$ cat src/tcc_defines.svh
// Contract
// - Ch4 capture, bits 2:0 all zero: latch counter on rising pin edge.
// - Ch4 capture, bit0 set, bits 2,1 clear: latch on falling pin edge.
// - Ch4 capture, bit2 clear, bit1 set: latch on both pin edges.
// - Ch4 capture, bit2 set: latch on channel 3 register A match or capture.
// - Ch5 compare, bits 1:0 = 01: drive pin low on match.
// - Ch5 compare, bits 1:0 = 10: drive pin high on match.
// - Ch5 compare, bits 1:0 = 11: toggle pin on every match; a match in a ch5InitLoad cycle loads the bit2 level instead.
// - Ch5 bit3 set: capture mode; bits 1:0 = 00 capture on rising edge.
// - Ch5 capture: 01 falling edge, bit1 set both edges.
`ifndef TCC_DEFINES_SVH
`define TCC_DEFINES_SVH
`define TCC_CNT_W 16
`define TCC_BIT_MODE 3
`define TCC_BIT_LVL 2
`define TCC_BIT_SEL1 1
`define TCC_BIT_SEL0 0
`define TCC_REG_RST 16'h0000
`endif

$ cat src/tcc_pkg.sv
package tcc_pkg;
  typedef enum logic [1:0] {TCC_EDGE_RISE, TCC_EDGE_FALL, TCC_EDGE_BOTH} tcc_edge_e;
  typedef logic [3:0] tcc_iosel_t;
endpackage

$ cat src/tcc_io_control.sv
`include "tcc_defines.svh"
module tcc_io_control
  import tcc_pkg::*;
#(
  parameter int CNT_W = `TCC_CNT_W
) (
  input wire logic clock,
  input wire logic resetn,
  input wire logic [CNT_W-1:0] counter,
  input wire logic [2:0] ch4IoSel,
  input wire logic ch4CaptureMode,
  input wire logic ch4RegAPin,
  input wire logic ch3RegAEvent,
  input wire logic [3:0] ch5IoSel,
  input wire logic ch5InitLoad,
  input wire logic ch5CompareWrite,
  input wire logic [CNT_W-1:0] ch5CompareValue,
  input wire logic ch5RegAPinIn,
  output logic [CNT_W-1:0] ch4GeneralRegA,
  output logic ch4Captured,
  output logic [CNT_W-1:0] ch5GeneralRegA,
  output logic ch5Event,
  output logic ch5RegAPinOut,
  output logic ch5RegAPinOe
);
  localparam int NUM_PINS = 2;
  localparam int PIN_CH4 = 0;
  localparam int PIN_CH5 = 1;

  localparam logic [1:0] ACT_NONE = 2'h0;
  localparam logic [1:0] ACT_LOW = 2'h1;
  localparam logic [1:0] ACT_HIGH = 2'h2;
  localparam logic [1:0] ACT_TOGGLE = 2'h3;

  // Pin levels and detected edges, one bit per capture pin
  wire logic [NUM_PINS-1:0] pinNow;
  wire logic [NUM_PINS-1:0] pinRise;
  wire logic [NUM_PINS-1:0] pinFall;

  logic [CNT_W-1:0] ch4A_reg;
  logic [CNT_W-1:0] ch4A_next;
  logic ch4Cap_reg;
  logic ch4Cap_next;

  logic [CNT_W-1:0] ch5A_reg;
  logic [CNT_W-1:0] ch5A_next;
  logic ch5Ev_reg;
  logic ch5Ev_next;
  logic out_reg;
  logic out_next;

  tcc_iosel_t ch5Code;
  logic [1:0] ch5Action;
  tcc_edge_e ch4Edge;
  tcc_edge_e ch5Edge;
  logic ch4PinSource;
  logic ch4PinHit;
  logic ch4Hit;
  logic ch5CaptureMode;
  logic ch5PinHit;
  logic ch5CapHit;
  logic ch5Match;
  logic ch5WriteTaken;
  logic ch5OutEnable;

  function automatic logic edgeHit(
    input tcc_edge_e sel,
    input logic rise,
    input logic fall
  );
    unique case (sel)
      TCC_EDGE_RISE: edgeHit = rise;
      TCC_EDGE_FALL: edgeHit = fall;
      TCC_EDGE_BOTH: edgeHit = rise | fall;
      default: edgeHit = 1'b0;
    endcase
  endfunction

  assign pinNow[PIN_CH4] = ch4RegAPin;
  assign pinNow[PIN_CH5] = ch5RegAPinIn;

  // History resets low: a pin already high at release reads as a rising edge
  for (genvar pinIdx = 0; pinIdx < NUM_PINS; pinIdx++) begin : g_pinEdge
    logic pin_reg;
    logic pin_next;

    always_comb begin
      pin_next = pinNow[pinIdx];
    end

    always_ff @(posedge clock or negedge resetn) begin
      if (!resetn) begin
        pin_reg <= 1'b0;
      end else begin
        pin_reg <= pin_next;
      end
    end

    assign pinRise[pinIdx] = pinNow[pinIdx] & ~pin_reg;
    assign pinFall[pinIdx] = ~pinNow[pinIdx] & pin_reg;
  end

  always_comb begin
    ch5Code = ch5IoSel;
    ch5Action = ch5Code[`TCC_BIT_SEL1:`TCC_BIT_SEL0];
    ch5CaptureMode = ch5Code[`TCC_BIT_MODE];
    ch4PinSource = ~ch4IoSel[`TCC_BIT_LVL];
    if (ch4IoSel[`TCC_BIT_SEL1]) begin
      ch4Edge = TCC_EDGE_BOTH;
    end else if (ch4IoSel[`TCC_BIT_SEL0]) begin
      ch4Edge = TCC_EDGE_FALL;
    end else begin
      ch4Edge = TCC_EDGE_RISE;
    end
    ch4PinHit = edgeHit(ch4Edge, pinRise[PIN_CH4], pinFall[PIN_CH4]);
    if (ch4PinSource) begin
      ch4Hit = ch4CaptureMode & ch4PinHit;
    end else begin
      ch4Hit = ch4CaptureMode & ch3RegAEvent;
    end
    if (ch5Code[`TCC_BIT_SEL1]) begin
      ch5Edge = TCC_EDGE_BOTH;
    end else if (ch5Code[`TCC_BIT_SEL0]) begin
      ch5Edge = TCC_EDGE_FALL;
    end else begin
      ch5Edge = TCC_EDGE_RISE;
    end
    ch5PinHit = edgeHit(ch5Edge, pinRise[PIN_CH5], pinFall[PIN_CH5]);
    ch5CapHit = ch5CaptureMode & ch5PinHit;
    // A match only counts while register A is a compare register
    ch5Match = ~ch5CaptureMode & (ch5A_reg == counter);
    // Capture wins over a compare write landing in the same cycle
    ch5WriteTaken = ch5CompareWrite & ~ch5CaptureMode & ~ch5CapHit;
    // Pin driven only in compare mode with a nonzero action code
    ch5OutEnable = ~ch5CaptureMode & (ch5Action != ACT_NONE);
  end

  // Channel 4 captured count
  always_comb begin
    ch4A_next = ch4A_reg;
    if (ch4Hit) begin
      ch4A_next = counter;
    end
  end

  always_ff @(posedge clock or negedge resetn) begin
    if (!resetn) begin
      ch4A_reg <= CNT_W'(`TCC_REG_RST);
    end else begin
      ch4A_reg <= ch4A_next;
    end
  end

  // Channel 4 one-cycle capture pulse
  always_comb begin
    ch4Cap_next = ch4Hit;
  end

  always_ff @(posedge clock or negedge resetn) begin
    if (!resetn) begin
      ch4Cap_reg <= 1'b0;
    end else begin
      ch4Cap_reg <= ch4Cap_next;
    end
  end

  // Channel 5 register A: captured count or compare value
  always_comb begin
    ch5A_next = ch5A_reg;
    if (ch5CapHit) begin
      ch5A_next = counter;
    end else if (ch5WriteTaken) begin
      ch5A_next = ch5CompareValue;
    end
  end

  always_ff @(posedge clock or negedge resetn) begin
    if (!resetn) begin
      ch5A_reg <= CNT_W'(`TCC_REG_RST);
    end else begin
      ch5A_reg <= ch5A_next;
    end
  end

  // One-cycle event for a channel 5 capture or compare match
  always_comb begin
    ch5Ev_next = ch5CapHit | ch5Match;
  end

  always_ff @(posedge clock or negedge resetn) begin
    if (!resetn) begin
      ch5Ev_reg <= 1'b0;
    end else begin
      ch5Ev_reg <= ch5Ev_next;
    end
  end

  // Channel 5 pin level: initial load first, then the match action
  always_comb begin
    out_next = out_reg;
    if (ch5InitLoad) begin
      out_next = ch5Code[`TCC_BIT_LVL];
    end else if (ch5Match) begin
      unique case (ch5Action)
        ACT_NONE: out_next = out_reg;
        ACT_LOW: out_next = 1'b0;
        ACT_HIGH: out_next = 1'b1;
        ACT_TOGGLE: out_next = ~out_reg;
      endcase
    end
  end

  always_ff @(posedge clock or negedge resetn) begin
    if (!resetn) begin
      out_reg <= 1'b0;
    end else begin
      out_reg <= out_next;
    end
  end

  assign ch4GeneralRegA = ch4A_reg;
  assign ch4Captured = ch4Cap_reg;
  assign ch5GeneralRegA = ch5A_reg;
  assign ch5Event = ch5Ev_reg;
  assign ch5RegAPinOut = out_reg;
  assign ch5RegAPinOe = ch5OutEnable;
endmodule // tcc_io_control

$ cat config.mk
export PLATFORM = sky130hd
export DESIGN_NAME = tcc_io_control
export DESIGN_NICKNAME = d
export VERILOG_FILES = /design/src/tcc_pkg.sv /design/src/tcc_io_control.sv
export VERILOG_INCLUDE_DIRS = /design/src
export SDC_FILE = /design/constraint.sdc
export NUM_CORES = 1
export LEC_CHECK = 0
export BUFFER_PORTS_ARGS = -buffer_cell sky130_fd_sc_hd__clkbuf_2
export CELL_PAD_IN_SITES_DETAIL_PLACEMENT = 1
export CELL_PAD_IN_SITES_GLOBAL_PLACEMENT = 1
export CORE_MARGIN = 2
export CORE_UTILIZATION = 34
export CTS_CLUSTER_DIAMETER = 100
export DETAILED_ROUTE_END_ITERATION = 7
export GPL_TIMING_DRIVEN = 0
export MAX_ROUTING_LAYER = met4
export PLACE_DENSITY = 0.87
export SYNTH_ARGS = -nofsm -noshare
export SYNTH_HDL_FRONTEND = slang
export SYNTH_SLANG_ARGS = --single-unit
export TNS_END_PERCENT = 5
$ cat constraint.sdc
create_clock -name clock -period 2.1 [get_ports clock]
set_clock_uncertainty 0.05 [all_clocks]
set_input_delay 0.315 -clock clock [delete_from_list [all_inputs] [get_ports clock]]
set_output_delay 0.315 -clock clock [all_outputs]
set_load 0.01 [all_outputs]
Yosys cells after proc, flatten, opt, wreduce, memory -nomap -nowiden
Index checks and enable logic that the tools add are counted.
{ "totals": {"word_cells": 56, "inputBits": 47, "ff_bits": 37, "output_inout_bits": 36} }
{ "op_classes": {"n_eq_ne": 9, "n_mux": 12, "n_reduce_logical": 7, "bitwise": 21} }
{ "op_table": {"columns": ["operator", "n"], "rows": [
  ["$mux 16", 2],
  ["$eq 16x16->1", 1],
  ["$and 1x1->1", 11],
  ["$pmux 1 s3", 3],
  ["$eq 2x2->1 const B", 4],
  ["$not 1->1", 7],
  ["$eq 2x1->1 const B", 3],
  ["$logic_not 2->1", 3],
  ["$reduce_bool 2->1", 3],
  ["$mux 1", 5],
  ["$mux 2", 2],
  ["$or 1x1->1", 3],
  ["$ne 2x2->1 const B", 1],
  ["$reduce_and 2->1", 1]
]} }

Longest topological paths before layout
{ "depth": {"ltp_word": 9, "ltp_mapped": 9} }

Least setup slack after synthesis
Ideal clock, no wire load.
{ "synth_timing": {"kind": "register -> register", "startpoint": "register g_pinEdge[0].pin_reg", "endpoint": "register ch4A_reg[10], in the netlist ch4GeneralRegA[10]", "setup_time_ps": 125, "n_path_buf": 1, "synth_period_minus_slack_ps": 1854, "path_slack_ps": 246, "path_stages_with_launch": 7, "arrival_time_ps": 1680, "path_cell_list": "dfrtp_1 ha_1 a21oi_1 o21ai_2 a21boi_2 buf_6 mux2_2"} }
{ "synth_between": {"elab_chain_cells": 6, "word_cells_on_any_way": 7} }
{ "synth_rtl": {"columns": ["element", "line_no", "text"], "rows": [
  ["from (decl)", "tcc_io_control.sv:84", "logic pin_reg;"],
  ["from (signal assigned)", "tcc_io_control.sv:95", "pin_reg <= pin_next;"],
  ["$not 1->1", "tcc_io_control.sv:99", "assign pinRise[pinIdx] = pinNow[pinIdx] & ~pin_reg;"],
  ["$and 1x1->1", "tcc_io_control.sv:99", null],
  ["$or 1x1->1", "tcc_io_control.sv:74", "TCC_EDGE_BOTH: edgeHit = rise | fall;"],
  ["$pmux 1 s3 (*)", "tcc_io_control.sv:71", "unique case (sel)"],
  ["$and 1x1->1 (*)", "tcc_io_control.sv:117", "ch4Hit = ch4CaptureMode & ch4PinHit;"],
  ["$mux 1 (*)", "tcc_io_control.sv:116", "if (ch4PinSource) begin"],
  ["via ch4Cap_next", "tcc_io_control.sv:43", "logic ch4Cap_next;"],
  ["to (signal assigned)", "tcc_io_control.sv:148", "ch4A_reg <= CNT_W'(`TCC_REG_RST);"],
  ["to (signal assigned)", "tcc_io_control.sv:150", "ch4A_reg <= ch4A_next;"],
  ["to (decl)", "tcc_io_control.sv:40", "logic [CNT_W-1:0] ch4A_reg;"]
]} }
The timed path passes the listed nets; every way through them passes the cells marked *.
A chain may end at the register's enable or synchronous reset.

Final worst setup path
{ "layout_timing": {"startpoint": "register ch5A_reg[3], in the netlist ch5GeneralRegA[3]", "endpoint": "register out_reg, in the netlist ch5RegAPinOut"} }
{ "layout_between": {"elab_chain_cells": 4} }
{ "layout_rtl": {"columns": ["element", "line_no", "text"], "rows": [
  ["from (decl)", "tcc_io_control.sv:45", "logic [CNT_W-1:0] ch5A_reg;"],
  ["from (signal assigned)", "tcc_io_control.sv:179", "ch5A_reg <= CNT_W'(`TCC_REG_RST);"],
  ["from (signal assigned)", "tcc_io_control.sv:181", "ch5A_reg <= ch5A_next;"],
  ["$eq 16x16->1", "tcc_io_control.sv:131", "ch5Match = ~ch5CaptureMode & (ch5A_reg == counter);"],
  ["$and 1x1->1", "tcc_io_control.sv:131", null],
  ["$reduce_bool 2->1 (no line)", null, null],
  ["$reduce_and 2->1 (no line)", null, null],
  ["to (signal assigned)", "tcc_io_control.sv:217", "out_reg <= out_next;"],
  ["to (decl)", "tcc_io_control.sv:49", "logic out_reg;"]
]} }
No other way between the ends.

==> results.py <==
metrics = {
    "run_status": {
        "outcome": "finished clean",
    },
    "grt": {
        "grt_pass1_wl_um": 7870,
        "antenna_found_initial": 0,
        "grt_max_degree": 38,
        "grtUsageTotal_pct": 17.5,
        "grt_pass1_vias": 1595,
        "gr-total-overflow": 0,
    },
    "die": {
        "die-area_mm2": 0.00585,
        "num_io_pins": 83,
        "core_mm2": 0.00507,
        "rows": 26,
        "initial_utilization_pct": 35.2,
        "die_w_um": 76.5,
        "dieHeight_um": 76.5,
    },
    "cells_and_area": {
        "final_cell_mix": "82 x clkbuf_2, 37 x dfrtp_1, 34 x nand2_1",
        "fin_util_pct": 47.0,
        "layout-drive-gt1-share_pct": 46.3,
        "final_area_mm2": 0.00239,
        "nFillCells": 604,
        "diodes": 0,
        "final_common_cell": "clkbuf_2",
        "syn_to_final_growth_pct": 33.5,
        "layout.nets": 297,
    },
    "synthesis": {
        "synthSimpleGateAreaFrac_pct": 12.4,
        "yosysWarnings": 0,
        "syn_area_mm2": 0.00179,
        "synthCells": 156,
        "synth.distinct_cells": 25,
        "yosys.area_share.adder_pct": 2.80,
        "synth-seq-cells": 37,
        "synth.avg_cell_area_um2": 11.5,
        "ys_seq_area_share_pct": 51.8,
        "yosys-mux-area-fraction_pct": 11.3,
        "synth_xor_area_share_pct": 7.84,
        "synth_top_family_by_area": "simple AND/OR/NAND/NOR gates",
        "syn_nets": 207,
        "synth-compound-area-share_pct": 9.52,
    },
    "placed_design": {
        "io_buffers": 82,
        "dpl_cell_area_mm2": 0.00228,
        "place.gp.congestion": 0.751,
        "hpwl_um": 3700,
    },
    "sta": {
        "fin_crit_ns": 1.84,
        "finalCritPeriodShare_pct": 87.5,
        "tightest_slew_ns": 0.963,
        "slew_headroom_pct": 35.8,
        "hold_viol": 0,
        "setup_tns_ns": 0,
        "slew_viol_final": 0,
        "rsz0062_at_grt": "no",
        "setup_viol": 0,
        "max_freq_mhz": 544,
    },
    "critical_path": {
        "critPathKind": "reg2reg",
        "rr_startpoint": "ch5GeneralRegA[3]$_DFFE_PN0P_",
        "cp-end-kind": "flop",
        "startpoint": "ch5GeneralRegA[3]$_DFFE_PN0P_",
        "cp.required_ns": 2.25,
        "crit_fanout": 3,
        "r2r_cells": 5,
        "cp-start-kind": "flop",
        "worstPathArrival_ns": 1.98,
    },
    "cts": {
        "insertion_delay_ns": 0.28,
        "cts_made_buffers": 5,
        "cts_sinks": 37,
        "clockBufferDepth": 2,
        "cts_tree": "done",
        "root_buffer": "clkbuf_8",
        "cts_hold_buf": 0,
        "path_clk_slew_ns": 0.07,
        "cts_max_level": 2,
    },
    "run": {
        "cap_violations": 0,
    },
    "power_and_ir_drop": {
        "leakagePower_nw": 1.23,
        "fin_total_pwr_mw": 1.94,
        "p_per_area_mw_per_mm2": 815,
        "vdd_drop_max_v": 0.000323,
    },
    "routing": {
        "drt-wirelength-per-cell_um": 15.0,
        "finalWirelength_um": 4760,
        "vias": 1526,
        "initialDrtViolationCount": 38,
        "final_antenna_net_count": 0,
        "drt-vias-per-instance": 4.83,
        "drtPass1Iterations": 4,
        "drc": 0,
    },
    "worst_hold_path": {
        "hold_path.class": "in2async",
    },
}
path summary, 6_finish.rpt:
check / slack [ns] / endpoint
setup / recovery: 0.26 / ch5RegAPinOut$_DFFE_PN0P_
hold / removal: 0.12 / ch4GeneralRegA[1]$_DFFE_PN0P_
min in group clock: 0.12 / g_pinEdge[0].pin_reg$_DFF_PN0_
setup reg to reg: 0.26 / ch5RegAPinOut$_DFFE_PN0P_
hold reg to reg: 0.46 / ch4GeneralRegA[8]$_DFFE_PN0P_
max in group asynchronous: 1.29 / ch5GeneralRegA[14]$_DFFE_PN0P_
what timing repair did:
item	in CTS	in global routing
endpoints found under the hold margin	0	0
pin swaps	0	1
gates resized for setup	1	0
cloned	0	0
buffers inserted	0	1
setup endpoints to repair	9	9
cell type report:
| class | count | area [µm²] | area share [%] |
|---|---|---|---|
| flip-flops and latches | 37 | 926 | 38.8 |
| clock buffers | 7 | 86.3 | 3.62 |
| repair buffers | 83 | 418 | 17.5 |
| multi-input cells | 108 | 792 | 33.2 |
| well taps | 70 | 87.6 | 3.67 |
| inverters | 5 | 18.8 | 0.787 |
| plain buffers | 6 | 57.6 | 2.41 |
worst max-delay path: stages, from the launching register on:
cell,delay (ns)
dfrtp_1,0.41
xnor2_1,0.17
nand4_1,0.13
nor4_1,0.59
a211oi_1,0.16
nor3_1,0.23
power by group:
part | internal, mW | switching (mW) | total [mW] | leakage [nW]
registers | 0.831 | 0.0817 | 0.913 | 0.443
logic | 0.262 | 0.268 | 0.530 | 0.739
clock network | 0.260 | 0.241 | 0.501 | 0.0443
cell usage after synthesis:
library cell / n / area, µm²
buf_6: 3 / 33.8
nor2_1: 2 / 7.51
nor2_8: 1 / 20.0
clkbuf_1: 1 / 3.75
a21boi_2: 1 / 11.3
nor4_1: 1 / 6.26
dfrtp_1: 37 / 926
mux2_2: 17 / 191
mux2_1: 1 / 11.3
o211a_1: 1 / 10.0
buf_8: 1 / 15.0
a21oi_1: 1 / 5.00
a211oi_1: 1 / 7.51
a22oi_1: 16 / 120
nand2_1: 34 / 128
buf_2: 1 / 5.00
a21o_1: 1 / 7.51
o21ai_2: 1 / 8.76
nor2b_1: 3 / 18.8
ha_1: 4 / 50.1
xnor2_1: 16 / 140
and3_1: 1 / 6.26
nand4_1: 4 / 25.0
inv_1: 5 / 18.8
nor3_1: 2 / 10.0
logic make-up (layout without fill, tap and decap cells):
family / after synthesis / after routing
xor gates and xnor gates: 16 / 16
and+or+nand+nor: 48 / 48
buffers and inverters: 11 / 101
muxes: 18 / 18
AOI/OAI and AO/OA: 22 / 22
adders and majority gates: 4 / 4
DFF: 37 / 37
per-stage QoR:
| stage | std cells | worst slack [ns] | hold slack [ns] |
|---|---|---|---|
| after CTS | 315 | 0.0257 | 0.113 |
| after detailed placement | 308 | -0.244 | 0.416 |
| after global routing | 316 | 0.168 | 0.124 |
| final | 316 | 0.262 | 0.119 |
| after floorplan | 156 | 0.246 | -0.0306 |
| after global placement | 308 | -0.176 | 0.413 |
routing by layer:
metal  vias to the layer above  wire [µm]  track usage, %
met2                        49       2440            28.8
met4                         0         57            4.91
met1                       753       2000            21.6
met5                         -          0               -
met3                         7        250            4.27
li1                        717          -               -
Power figures use the tool's default switching activity.
